<file path="src/hw/sst_pkg.sv">
// Shared constants and types of the SRAM boundary-scan test port
`default_nettype none
package sst_pkg;
    // ==========================================================
    // Register sizes
    localparam int BSR_LEN = 109;
    localparam int TRI_CELL = 108;
    localparam int IR_LEN = 3;
    localparam int ID_LEN = 32;
    // ==========================================================
    // Instruction codes
    localparam logic [IR_LEN-1:0] INS_EXTEST = 3'h0;
    localparam logic [IR_LEN-1:0] INS_IDENT = 3'h1;
    localparam logic [IR_LEN-1:0] INS_SAMPLE_Z = 3'h2;
    localparam logic [IR_LEN-1:0] INS_SAMPLE = 3'h4;
    localparam logic [IR_LEN-1:0] INS_BYPASS = 3'h7;
    // Capture-IR pattern, low two bits 01
    localparam logic [IR_LEN-1:0] IR_CAPTURE_VAL = 3'h1;
    // ==========================================================
    // Reset values
    localparam logic TRI_PRESET = 1'h0;
    localparam logic BYPASS_CAPTURE = 1'h0;
    localparam logic ID_PRESENCE = 1'h1;
    localparam int TLR_TMS_EDGES = 5;
    // ==========================================================
    // Test port controller states
    typedef enum logic [3:0] {
        TAP_RESET, TAP_IDLE, TAP_SEL_DR, TAP_CAP_DR, TAP_SHIFT_DR, TAP_EXIT1_DR,
        TAP_PAUSE_DR, TAP_EXIT2_DR, TAP_UPD_DR, TAP_SEL_IR, TAP_CAP_IR, TAP_SHIFT_IR,
        TAP_EXIT1_IR, TAP_PAUSE_IR, TAP_EXIT2_IR, TAP_UPD_IR
    } sst_tap_type;
endpackage : sst_pkg
`default_nettype wire

</file>
<file path="src/hw/sst_sync.sv">
// Two-flop synchroniser for pin-level inputs
`default_nettype none
module sst_sync #(
    parameter int W = 1
) (
    // Clock and reset
    input wire logic clock,
    input wire logic srst,
    // Data
    input wire logic [W-1:0] d,
    output logic [W-1:0] q
);
    typedef struct packed {
        logic [W-1:0] meta;
        logic [W-1:0] stable;
    } sst_sync_type;

    sst_sync_type st_r;
    sst_sync_type st_nxt;

    always_comb begin
        st_nxt.meta = d;
        // First stage feeds only the second
        st_nxt.stable = st_r.meta;
    end

    always_ff @(posedge clock) begin
        if (srst) begin
            st_r <= '0;
        end else begin
            st_r <= st_nxt;
        end
    end

    assign q = st_r.stable;
endmodule : sst_sync
`default_nettype wire

</file>
<file path="src/hw/sst_tap.sv">
// Boundary-scan test access port of the synchronous SRAM
// Overview of operation
// Capture-DR loads ring; Shift-DR shifts boundary
// Chain includes unused-pin cells, fixed length
// Shift in at MSB, out at LSB
// Ring capture under extest, sample, float
// Identification word captured, then shifted out
// Three-bit instruction, five codes implemented
// Instruction shifted, takes effect at Update-IR
// Reset forces identification instruction current
// Float instruction: boundary chain, outputs high-Z
// Sample snapshots pins, memory undisturbed
// Tester keeps clock slow, inputs stable
// Update-DR latches pattern into cell outputs
// Shift out capture while shifting in preload
// Bypass routes single cell in Shift-DR
// Extest drives preloaded cells onto outputs
// Cell 108 gates read bus under extest
// Tester sets cell via sample or extest
// Control cell preset on reset
// Tester never loads reserved codes
// Fixed instruction encodings
// Capture-IR loads 01 into low bits
// Five high mode-select edges reset port
// Sample on rise, drive TDO on fall
// Sixteen-state controller, TDO only when shifting
// Bypass captures zero
`default_nettype none
module sst_tap
    import sst_pkg::*;
#(
    // Arbitrary neutral identification fields
    parameter logic [2:0] ID_REVISION = 3'h0,
    parameter logic [16:0] ID_DEVICE = 17'h00001,
    parameter logic [10:0] ID_MAKER = 11'h001
) (
    // Clock and reset
    input wire logic clock,
    input wire logic srst,
    // Serial test link
    input wire logic tck,
    input wire logic tms,
    input wire logic tdi,
    output logic tdo,
    output logic tdo_oe,
    // Memory pin ring
    input wire logic [sst_pkg::BSR_LEN-1:0] ring_in,
    output logic [sst_pkg::TRI_CELL-1:0] bsr_out,
    output logic extest_drive,
    output logic q_oe
);
    import sst_pkg::*;

    localparam logic [ID_LEN-1:0] ID_WORD = {ID_REVISION, ID_DEVICE, ID_MAKER, ID_PRESENCE};

    typedef struct packed {
        sst_tap_type tap;
        logic tck_prev;
        logic [IR_LEN-1:0] ir_shift;
        logic [IR_LEN-1:0] ir_cur;
        logic bypass;
        logic [ID_LEN-1:0] id_shift;
        logic [BSR_LEN-1:0] bsr_shift;
        logic [BSR_LEN-1:0] bsr_upd;
        logic tdo;
        logic tdo_oe;
        logic extest_drive;
        logic q_oe;
    } sst_state_type;

    sst_state_type st_r;
    sst_state_type st_nxt;
    logic [2:0] pin_s;
    logic [BSR_LEN-1:0] ring_s;
    logic tck_s;
    logic tms_s;
    logic tdi_s;
    logic rise;
    logic fall;

    // ==========================================================
    // Pin synchronisers
    sst_sync #(.W(3)) u_pin_sync (
        .clock(clock),
        .srst(srst),
        .d({tck, tms, tdi}),
        .q(pin_s)
    );

    // Ring sampled like any pin; unstable bits may read either way
    sst_sync #(.W(BSR_LEN)) u_ring_sync (
        .clock(clock),
        .srst(srst),
        .d(ring_in),
        .q(ring_s)
    );

    assign tck_s = pin_s[2];
    assign tms_s = pin_s[1];
    assign tdi_s = pin_s[0];
    assign rise = tck_s & ~st_r.tck_prev;
    assign fall = ~tck_s & st_r.tck_prev;

    // ==========================================================
    // Helpers
    function automatic sst_tap_type tap_next(input sst_tap_type s, input logic m);
        unique case (s)
            TAP_RESET: tap_next = m ? TAP_RESET : TAP_IDLE;
            TAP_IDLE: tap_next = m ? TAP_SEL_DR : TAP_IDLE;
            TAP_SEL_DR: tap_next = m ? TAP_SEL_IR : TAP_CAP_DR;
            TAP_CAP_DR: tap_next = m ? TAP_EXIT1_DR : TAP_SHIFT_DR;
            TAP_SHIFT_DR: tap_next = m ? TAP_EXIT1_DR : TAP_SHIFT_DR;
            TAP_EXIT1_DR: tap_next = m ? TAP_UPD_DR : TAP_PAUSE_DR;
            TAP_PAUSE_DR: tap_next = m ? TAP_EXIT2_DR : TAP_PAUSE_DR;
            TAP_EXIT2_DR: tap_next = m ? TAP_UPD_DR : TAP_SHIFT_DR;
            TAP_UPD_DR: tap_next = m ? TAP_SEL_DR : TAP_IDLE;
            TAP_SEL_IR: tap_next = m ? TAP_RESET : TAP_CAP_IR;
            TAP_CAP_IR: tap_next = m ? TAP_EXIT1_IR : TAP_SHIFT_IR;
            TAP_SHIFT_IR: tap_next = m ? TAP_EXIT1_IR : TAP_SHIFT_IR;
            TAP_EXIT1_IR: tap_next = m ? TAP_UPD_IR : TAP_PAUSE_IR;
            TAP_PAUSE_IR: tap_next = m ? TAP_EXIT2_IR : TAP_PAUSE_IR;
            TAP_EXIT2_IR: tap_next = m ? TAP_UPD_IR : TAP_SHIFT_IR;
            TAP_UPD_IR: tap_next = m ? TAP_SEL_DR : TAP_IDLE;
        endcase
    endfunction : tap_next

    // Instructions that put the boundary chain on the serial path
    function automatic logic sel_bsr(input logic [IR_LEN-1:0] ir);
        sel_bsr = (ir == INS_EXTEST) || (ir == INS_SAMPLE) || (ir == INS_SAMPLE_Z);
    endfunction : sel_bsr

    // Reserved codes fall back to the bypass cell
    function automatic logic sel_bypass(input logic [IR_LEN-1:0] ir);
        sel_bypass = !sel_bsr(ir) && (ir != INS_IDENT);
    endfunction : sel_bypass

    // ==========================================================
    // Next state
    always_comb begin
        st_nxt = st_r;
        st_nxt.tck_prev = tck_s;
        if (rise) begin
            st_nxt.tap = tap_next(st_r.tap, tms_s);
            unique case (st_r.tap)
                TAP_CAP_DR: begin
                    if (sel_bsr(st_r.ir_cur)) begin
                        st_nxt.bsr_shift = ring_s;
                    end else if (st_r.ir_cur == INS_IDENT) begin
                        st_nxt.id_shift = ID_WORD;
                    end else if (sel_bypass(st_r.ir_cur)) begin
                        st_nxt.bypass = BYPASS_CAPTURE;
                    end
                end
                TAP_SHIFT_DR: begin
                    // Capture goes out while new pattern comes in
                    if (sel_bsr(st_r.ir_cur)) begin
                        st_nxt.bsr_shift = {tdi_s, st_r.bsr_shift[BSR_LEN-1:1]};
                    end else if (st_r.ir_cur == INS_IDENT) begin
                        st_nxt.id_shift = {tdi_s, st_r.id_shift[ID_LEN-1:1]};
                    end else if (sel_bypass(st_r.ir_cur)) begin
                        st_nxt.bypass = tdi_s;
                    end
                end
                TAP_UPD_DR: begin
                    if (st_r.ir_cur == INS_EXTEST || st_r.ir_cur == INS_SAMPLE) begin
                        st_nxt.bsr_upd = st_r.bsr_shift;
                    end
                end
                TAP_CAP_IR: st_nxt.ir_shift = IR_CAPTURE_VAL;
                TAP_SHIFT_IR: st_nxt.ir_shift = {tdi_s, st_r.ir_shift[IR_LEN-1:1]};
                TAP_UPD_IR: st_nxt.ir_cur = st_r.ir_shift;
                default: ;
            endcase
            if (st_nxt.tap == TAP_RESET) begin
                st_nxt.ir_cur = INS_IDENT;
                st_nxt.bsr_upd[TRI_CELL] = TRI_PRESET;
            end
        end
        if (fall) begin
            // TDO changes only on the falling link edge
            st_nxt.tdo_oe = (st_r.tap == TAP_SHIFT_DR) || (st_r.tap == TAP_SHIFT_IR);
            if (st_r.tap == TAP_SHIFT_IR) begin
                st_nxt.tdo = st_r.ir_shift[0];
            end else if (sel_bsr(st_r.ir_cur)) begin
                st_nxt.tdo = st_r.bsr_shift[0];
            end else if (st_r.ir_cur == INS_IDENT) begin
                st_nxt.tdo = st_r.id_shift[0];
            end else if (sel_bypass(st_r.ir_cur)) begin
                st_nxt.tdo = st_r.bypass;
            end
        end
        st_nxt.extest_drive = (st_nxt.ir_cur == INS_EXTEST);
        if (st_nxt.ir_cur == INS_SAMPLE_Z) begin
            st_nxt.q_oe = 1'h0;
        end else if (st_nxt.ir_cur == INS_EXTEST) begin
            st_nxt.q_oe = st_nxt.bsr_upd[TRI_CELL];
        end else begin
            st_nxt.q_oe = 1'h1;
        end
    end

    always_ff @(posedge clock) begin
        if (srst) begin
            st_r <= '0;
            st_r.tap <= TAP_RESET;
            st_r.ir_cur <= INS_IDENT;
            st_r.ir_shift <= IR_CAPTURE_VAL;
            st_r.bsr_upd[TRI_CELL] <= TRI_PRESET;
            st_r.q_oe <= 1'h1;
        end else begin
            st_r <= st_nxt;
        end
    end

    assign tdo = st_r.tdo;
    assign tdo_oe = st_r.tdo_oe;
    assign bsr_out = st_r.bsr_upd[TRI_CELL-1:0];
    assign extest_drive = st_r.extest_drive;
    assign q_oe = st_r.q_oe;

    // Counts high mode-select rises, saturating at the reset count
    localparam logic [2:0] TMS_FULL = 3'(TLR_TMS_EDGES);
    logic [2:0] tms_cnt_r;
    always_ff @(posedge clock) begin
        if (srst) begin
            tms_cnt_r <= '0;
        end else if (rise) begin
            tms_cnt_r <= tms_s ? ((tms_cnt_r == TMS_FULL) ? TMS_FULL : tms_cnt_r + 3'h1) : 3'h0;
        end
    end
endmodule : sst_tap
`default_nettype wire

</file>
<file path="config.mk">
export PLATFORM = sky130hd
export DESIGN_NAME = sst_tap
export DESIGN_NICKNAME = d
export VERILOG_FILES = /design/src/hw/sst_pkg.sv /design/src/hw/sst_sync.sv /design/src/hw/sst_tap.sv
export SDC_FILE = /design/constraint.sdc
export NUM_CORES = 1
export LEC_CHECK = 0
export BUFFER_PORTS_ARGS = -buffer_cell sky130_fd_sc_hd__buf_2
export CORE_MARGIN = 1
export CORE_UTILIZATION = 35
export CTS_BUF_LIST = sky130_fd_sc_hd__clkbuf_4 sky130_fd_sc_hd__clkbuf_8
export DETAILED_ROUTE_END_ITERATION = 8
export PLACE_DENSITY_LB_ADDON = 0.15
export SLEW_MARGIN = 5
export SYNTH_ARGS = -nofsm -noshare
export SYNTH_HDL_FRONTEND = slang
export SYNTH_SLANG_ARGS = --single-unit
</file>
<file path="constraint.sdc">
create_clock -name clock -period 2.2 [get_ports clock]
set_input_delay 0.66 -clock clock [delete_from_list [all_inputs] [get_ports clock]]
set_output_delay 0.66 -clock clock [all_outputs]
set_load 0.03 [all_outputs]
</file>
==> run summary, run 1 <==
The flow ran to the end, and the final reports show no timing, DRC or antenna violations. The total number of clock tree sinks was 490; the final count of negative-setup-slack endpoints was 0. The transition time at the pin with the least slew margin is 0.6146 ns. The detailed placement HPWL is 23790 µm, and the aggregate routed wire length is 37520 µm.

The startpoint kind of the worst setup timing path was a register. The flip-flop cell with the highest count after synthesis was sky130_fd_sc_hd__dfxtp_1. The later pin in the worst-skew pair is clocked with a latency of 0.65 ns. The net count of the finished layout is 2144. The floorplan has 81 rows. The async set or reset register ratio after synthesis is 0.

Synthesis handed over a netlist of 1924 instances. The proportion of layout cells with a drive suffix above 1 works out to 0.2102. Count of yosys warnings during synthesis: 0.

Summing all multi-input logic gate instances after layout gives 6075 µm². The initial cell density of the core is 0.3545. The tools report the filler cell count as 4942. The worst register-to-register path has a setup slack of 0.27 ns. Setup repair after global routing left no endpoint under its margin.

The worst register-to-register path ends at st_r[199]. In this run the worst setup path begins at st_r[264]. The share of Yosys cell area claimed by the top area cell type works out to 0.5653. Summed over all cells, the static leakage comes to 7.536 nW.

For the part of the Yosys area used for sequential elements, the log shows 0.5653. Clock skew on the completed layout was measured at 0.02324 ns. The core region is 48950 µm².

Counting instances, the worst hold path has a depth of 2. Excluding fillers, the count of instances in the completed layout stands at 2761. Power spread over the standard cell area amounts to 896.3 nW/µm². The CTS clock-pin slew for the worst setup and hold paths is 0.06 ns, and the worst setup timing slack at the placement stage is 0.1540 ns. The worst register-to-register path has a depth of 6.

For the number of iterations in the first detailed-routing pass, the log shows 5. The clock period minus worst slack came out at 1.930 ns. The H-tree was split into 3 levels.

The final setup TNS is 0 ns. The headroom to the max-slew limit came out at 0.5903. On the worst path, the slowest cell contributes a delay of 0.48 ns.

The cell chosen for the clock root was sky130_fd_sc_hd__clkbuf_8. The tools report the full die area as 50470 µm². The biggest area contributor in the post-synthesis netlist is sky130_fd_sc_hd__dfxtp_1. In this run the tool buffered the top-level ports with 225 buffer cells. The violation count after the first detailed-route iteration came out at 562.

The run gives 0.4149 as the final core utilization. Category of the worst setup path capture point: a register. In the post-route analysis, the smallest setup slack over all paths is 0.2703 ns. The number of global-route vias before repair was 11992. The synthesized area divided by synthesized cell count works out to 9.019 µm². The kind of cell with the highest combined delay along the critical path is compound AO/OA/AOI/OAI gates. In this run the cell area of the synthesized design comes to 17350 µm². The tools report the endpoint of the worst hold path as u_ring_sync.st_nxt[60].

Final hold violation count: 0. Number of enable-type register cells in the synthesized netlist: 0. Measured along the x axis, the die boundary spans 224.7 µm.

The routability congestion estimate was 0.8005. The final worst-path cycle share was 0.8771; the required time of the critical path was 2.74 ns. Derived from the worst setup path, the maximum achievable clock frequency is 0.5182 GHz.

The synthesized design contains 490 register bits. The tools report the overall fraction of global-route tracks in use as 0.1487. The tools report the number of vias in the routed layout as 12523. The max-slew violation count was 0.

The class of the tightest hold or removal check is in2reg. The clock passes through at most 3 buffers. Across the run, the number of max-cap violations was 0. The critical path contains buffers and inverters numbering 2 combined. Of all nets on the critical path, the largest fanout is 17. Yosys attributes the largest share of cell area to sky130_fd_sc_hd__dfxtp_1, sky130_fd_sc_hd__nand2_1, sky130_fd_sc_hd__nor2b_1, sky130_fd_sc_hd__buf_4, sky130_fd_sc_hd__a311oi_1. The startpoint identified for the worst hold timing path is ring_in[60]. Once detail routing completed, the nets flagged for antenna violations numbered 0. The tools report the source of the worst register-to-register timing path as st_r[264]. The tools report the worst hold slack as 0.2122 ns. The critical path is of the reg2reg type. On the critical path, the stage with the largest delay is an instance of sky130_fd_sc_hd__dfxtp_1. Global routing finished with a remaining overflow of 0.

STA puts the critical path data arrival time at 2.47 ns. The tools report the post-placement cell count as 2606. Synthesis produced a netlist with a net count of 2038.

Summing all flip-flop and latch instances after layout gives 9811 µm². For this design the top-level I/O count stands at 226. Die outline height: 224.7 µm. For the largest voltage drop on the vdd net, the log shows 0.0005579 V.

The number of antenna violations at the first check in global routing was 9; the wire length of the first global-routing pass was 60640 µm. TritonCTS created 86 clock buffers. The area added between synthesis and finish is 17.06%, and the detailed-route wire length per cell is 13.59 µm. After detailed routing, the number of remaining DRC violations is 0. Dividing the detail-routed via count by the number of cells gives 4.536. Entering global routing, the biggest net connects 80 pins.

After synthesis, the netlist uses 45 different library cells. TritonCTS built the clock tree. The critical path goes through nor3b_2 > o211a_4 > buf_12 > buf_4 > nor2_1 > a311oi_1.
layout make-up:
cell class,count,area share
diodes,4,0.0004928
repair buffers,270,0.08612
multi-input cells,1176,0.2991
clock inverters,15,0.004866
clock buffers,136,0.08445
inverters,6,0.001109
flip-flops and latches,490,0.4830
well taps,664,0.04090
synth_stat cells, types with 4 or more instances:
cell type,number
sky130_fd_sc_hd__a21oi_1,144
sky130_fd_sc_hd__a311oi_1,98
sky130_fd_sc_hd__a311oi_2,10
sky130_fd_sc_hd__a31oi_1,4
sky130_fd_sc_hd__buf_2,68
sky130_fd_sc_hd__buf_4,115
sky130_fd_sc_hd__clkbuf_1,68
sky130_fd_sc_hd__dfxtp_1,490
sky130_fd_sc_hd__inv_1,6
sky130_fd_sc_hd__nand2_1,471
sky130_fd_sc_hd__nand3_1,32
sky130_fd_sc_hd__nor2_1,125
sky130_fd_sc_hd__nor2b_1,228
sky130_fd_sc_hd__nor3_1,15
sky130_fd_sc_hd__o21ai_0,6
repair_timing:
action / in CTS / in global routing
setup endpoints to repair: 0 / 4
gates resized for setup: 0 / 1
buffers inserted: 0 / 0
hold buffers: 0 / 0
layout by cell type (no fill, tap or decap), types with 10 or more instances in the layout:
master                     netlist  final
sky130_fd_sc_hd__buf_12          0     22
sky130_fd_sc_hd__nor2_1        125    125
sky130_fd_sc_hd__nor2b_1       228    228
sky130_fd_sc_hd__a311oi_2       10     10
sky130_fd_sc_hd__buf_4         115     23
sky130_fd_sc_hd__nor3_1         15     15
sky130_fd_sc_hd__clkbuf_4        0     25
sky130_fd_sc_hd__nand3_1        32     32
sky130_fd_sc_hd__a311oi_1       98     98
sky130_fd_sc_hd__dfxtp_1       490    489
sky130_fd_sc_hd__clkbuf_8        0    111
sky130_fd_sc_hd__buf_2          68    224
sky130_fd_sc_hd__a21oi_1       144    144
sky130_fd_sc_hd__nand2_1       471    471
worst max path at each step:
stage | to | depth (start not counted)
after global placement | st_r[202] | 6
after floorplan | bsr_out[100] | 5
final | st_r[199] | 6
after global routing | st_r[216] | 6
after detailed placement | st_r[198] | 6
after CTS | st_r[199] | 6
flip-flops by register name, summed over array words and instances (netlist names):
register	flops
u_pin_sync.q	3
tdo	1
extest_drive	1
u_ring_sync.q	109
st_r	154
u_ring_sync.st_nxt	109
q_oe	1
tdo_oe	1
bsr_out	108
u_pin_sync.st_nxt	3
power breakdown:
| group | total [W] | leakage (nW) | internal (W) | switching [W] |
|---|---|---|---|---|
| clock | 0.00859 | 0.973 | 0.00495 | 0.00364 |
| sequential | 0.00912 | 4.00 | 0.00907 | 0.0000504 |
| combinational | 0.000489 | 2.57 | 0.000227 | 0.000263 |
metal layers:
layer	share of wire	routed length, µm	GRT usage
met1	0.47	17770	0.1922
met2	0.43	16160	0.2244
met3	0.062	2334	0.04350
met4	0.032	1187	0.07593
met5	0.0017	62	0
cells by family (layout without fill, tap and decap cells):
family	Yosys count	in the layout	synth area share
DFF	490	490	0.5653
adders and majority gates	1	1	0.0005769
and+or+nand+nor	890	890	0.2337
AOI/OAI and AO/OA	282	282	0.1128
buffers and inverters	258	427	0.08603
muxes	1	1	0.0005769
xor gates and xnor gates	2	2	0.001010
other	0	4	0
through the flow:
stage,power (W),cell area [µm²]
after floorplan,0.009603,17350
after global placement,0.009810,18490
after detailed placement,0.009815,18490
after CTS,0.01856,20300
after global routing,0.01906,20310
final,0.01821,20310
worst register-to-register path, stage by stage, from the launching register on:
cell,delay [ns]
sky130_fd_sc_hd__dfxtp_1,0.48
sky130_fd_sc_hd__nor3b_2,0.37
sky130_fd_sc_hd__o211a_4,0.28
sky130_fd_sc_hd__buf_12,0.17
sky130_fd_sc_hd__buf_4,0.21
sky130_fd_sc_hd__nor2_1,0.06
sky130_fd_sc_hd__a311oi_1,0.26
No activity file was read; power rests on OpenSTA's default activity.
==> run 2, diff against run 1 <==
--- a/config.mk
+++ b/config.mk
@@ -6,6 +6,8 @@
 export NUM_CORES = 1
 export LEC_CHECK = 0
 export BUFFER_PORTS_ARGS = -buffer_cell sky130_fd_sc_hd__buf_2
+export CELL_PAD_IN_SITES_DETAIL_PLACEMENT = 0
+export CELL_PAD_IN_SITES_GLOBAL_PLACEMENT = 2
 export CORE_MARGIN = 1
 export CORE_UTILIZATION = 35
 export CTS_BUF_LIST = sky130_fd_sc_hd__clkbuf_4 sky130_fd_sc_hd__clkbuf_8
==> run 2 against run 1 <==
  * Worst setup slack got worse by 0.038 ns
  * Worst hold slack better by 0.0079 ns
  * Global-route usage grew 1.1 points
  * Sequential power hardly changed
  * Cell count up 0.47%
  * Wire length grew 7.7%
  * Combinational power grew 7.4%
  * Clock skew decreased by 0.0077 ns
  * Flip-flop and latch count is the same
  * Critical endpoint is now st_r[133]
  * Final area up 1.1%
  * Core utilization increased by 0.46 points
  * Power rose by 2.5%
==> run summary, run 2 (synthesis gave the netlist of run 1 again) <==
The required time of the critical path is 2.74 ns (about the same), and the detailed-route wire length per cell is 14.56 µm (was 13.59 µm). The tools report the clock latency reported for the late side of the worst-skew pair as 0.64 ns (was 0.65 ns). The flow ran to the end, and the final reports show no timing, DRC or antenna violations. Final count of negative-setup-slack endpoints: 0 (unchanged). The final worst-path cycle share was 0.8944 (was 0.8771); the wire length of the first global-routing pass was 64690 µm (was 60640 µm). For the number of remaining DRC errors, the log shows 0 (unchanged). The most flop-heavy register is st_r (unchanged). Setup repair after global routing left no endpoint under its margin. The category of the worst setup path capture point is a register (unchanged). The classification of the worst setup path was reg2reg (unchanged). The headroom to the max-slew limit is 0.5543 (was 0.5903), and the clock tree skew after final layout is 0.01550 ns (was 0.02324 ns). The post-CTS setup-driven buffer insertion count was 0 (unchanged). Total number of clock tree sinks: 490 (unchanged).

The largest voltage drop on the vdd net is 0.0004228 V (was 0.0005579 V). The pin count of the biggest net entering global routing is 78 (was 80). The leakage component of the power was 7.656 nW (was 7.536 nW); the die outline height was 224.7 µm (unchanged).

Quantity of I/O buffers inserted on ports: 225 (unchanged). The routability congestion estimate was 0.7320 (was 0.8005). Number of max-capacitance violations reported: 0 (unchanged). The final hold violation count came out at 0 (unchanged).

The floorplan core area was 48950 µm² (unchanged); the final setup TNS was 0 ns (unchanged). The die span in x works out to 224.7 µm (unchanged). The run gives 0 (unchanged) as the max-slew violation count.

Quantity of hold-fixing buffers added after cts: 0 (unchanged). The routed via count divided by cell count came out at 4.587 (was 4.536). The largest fanout of any net on the critical path was 32 (was 17). Most frequent cells in the layout: sky130_fd_sc_hd__dfxtp_1, sky130_fd_sc_hd__nand2_1, sky130_fd_sc_hd__nor2b_1, sky130_fd_sc_hd__buf_2, sky130_fd_sc_hd__a21oi_1 (unchanged). The clock period minus worst slack came out at 1.968 ns (was 1.930 ns).

The startpoint kind of the worst setup timing path is a register (unchanged). The upper clock frequency limit is 0.5082 GHz (was 0.5182 GHz), and the full die area is 50470 µm² (unchanged). For the number of buffers between clock root and the deepest sink, the log shows 3 (unchanged). The run gives 3 (unchanged) as the level count of the clock H-tree. The number of iterations in the first detailed-routing pass was 5 (unchanged). The tools report the number of resized instances in the post-cts repair step as 0 (unchanged). The proportion of layout cells with a drive suffix above 1 is 0.2154 (was 0.2102). The number of global-route vias before repair was 12405 (was 11992). The logs give 0 (unchanged) for the final global-route overflow total and 518 (was 562) for the violation count after the first detailed-route iteration. The detailed placement HPWL came out at 25650 µm (was 23790 µm). The CTS clock-pin slew for the worst setup and hold paths was 0.06 ns (about the same); the number of rows created at floorplan was 81 (unchanged). The area added between synthesis and finish works out to 18.37% (was 17.06%).

The number of vias in the routed layout is 12725 (was 12523), and the power density over the cells is 908.6 nW/µm² (was 896.3 nW/µm²). The number of flip-flops under the largest register name works out to 154 (unchanged). The most common cell after layout, fill and taps aside was sky130_fd_sc_hd__dfxtp_1 (unchanged). The run gives 9809 µm² (was 9811 µm²) as the storage element area. The clock buffer count from CTS was 84 (was 86).

The class of the tightest hold or removal check was in2reg (unchanged). The logs give 2154 (was 2144) for the net count reported at finish and 3 (was 9) for the number of antenna violations at the first check in global routing. The tools report the data arrival time of the critical path as 2.51 ns (was 2.47 ns).

TritonCTS built the clock tree. The run gives 0.1596 (was 0.1487) as the overall fraction of global-route tracks in use. Number of nets with antenna violations after routing: 0 (unchanged). The aggregate routed wire length came out at 40400 µm (was 37520 µm). The run gives 2618 (was 2606) as the post-placement cell count. For the initial cell density of the core, the log shows 0.3545 (unchanged). The number of top-level design ports is 226 (unchanged). The combined area of the multi-input logic cells was 6075 µm² (unchanged).

Cell chosen for the clock root: sky130_fd_sc_hd__clkbuf_8 (unchanged). The final instance count without filler cells was 2774 (was 2761). The transition time at the pin with the least slew margin is 0.6517 ns (was 0.6146 ns).

The run gives 5014 (was 4942) as the filler cell count.
-- run 2: cell count changes in the layout (fill, tap and decap cells not counted) --
cell                         previous run  this run
sky130_fd_sc_hd__dfxtp_1              489       490
sky130_fd_sc_hd__dfxtp_2                1         0
sky130_fd_sc_hd__clkinvlp_4             1         3
sky130_fd_sc_hd__inv_6                  4         0
sky130_fd_sc_hd__buf_12                22        26
sky130_fd_sc_hd__bufinv_16              0         3
sky130_fd_sc_hd__buf_4                 23        31
sky130_fd_sc_hd__clkbuf_4              25        30
sky130_fd_sc_hd__clkinv_2               9         6
sky130_fd_sc_hd__diode_2                4         2
-- run 2: layout make-up --
class                      count  share of cell area
inverter                       6            0.001097
clock buffer                 141             0.08535
sequential                   490              0.4776
timing repair buffer         282             0.09199
clock inverter                13            0.007493
tap                          664             0.04045
antenna                        2           0.0002437
multi-input combinational   1176              0.2958
-- run 2: metrics by stage --
step,total power [W],cell area (µm²),util,hold WS (ns),setup WS (ns)
floorplan,0.009603,17350,-,0.4138,0.3676
global placement,0.009853,18630,0.3805,0.4182,0.3012
detailed placement,0.009855,18630,0.3805,0.4237,0.2494
CTS,0.01900,20530,0.4195,0.1481,0.1862
global route,0.01945,20530,0.4195,0.1676,0.1120
finish,0.01866,20540,0.4196,0.2201,0.2323
-- run 2: worst max-delay path: stages, from the launching register on --
cell and delay, ns:
sky130_fd_sc_hd__dfxtp_1 0.57, sky130_fd_sc_hd__and3b_1 0.33, sky130_fd_sc_hd__o211a_4 0.22, sky130_fd_sc_hd__buf_12 0.20, sky130_fd_sc_hd__buf_12 0.21, sky130_fd_sc_hd__nor2_1 0.06
sky130_fd_sc_hd__a311oi_1 0.25
-- run 2: path summary, 6_finish.rpt --
check | startpoint | endpoint | slack [ns] | depth (start not counted)
worst min register to register | u_ring_sync.st_nxt[7] | u_ring_sync.q[7] | 0.43 | 1
worst max-delay path | st_r[262] | st_r[133] | 0.23 | 6
worst max register to register | st_r[262] | st_r[133] | 0.23 | 6
worst min-delay path | ring_in[81] | u_ring_sync.st_nxt[81] | 0.22 | 2
-- run 2: report_power, final --
group	internal [W]	switching, W	leakage (nW)
registers	0.00907	0.0000525	4.00
logic	0.000244	0.000281	2.65
clock network	0.00537	0.00364	1.01
total	0.0147	0.00398	7.66
-- run 2: routing by layer --
layer / up-vias / GRT usage / wire length (µm)
met5: - / 0 / 0
met3: 75 / 0.03984 / 1916
met4: 0 / 0.05903 / 973
li1: 6459 / - / -
met1: 5933 / 0.2060 / 18970
met2: 258 / 0.2570 / 18540
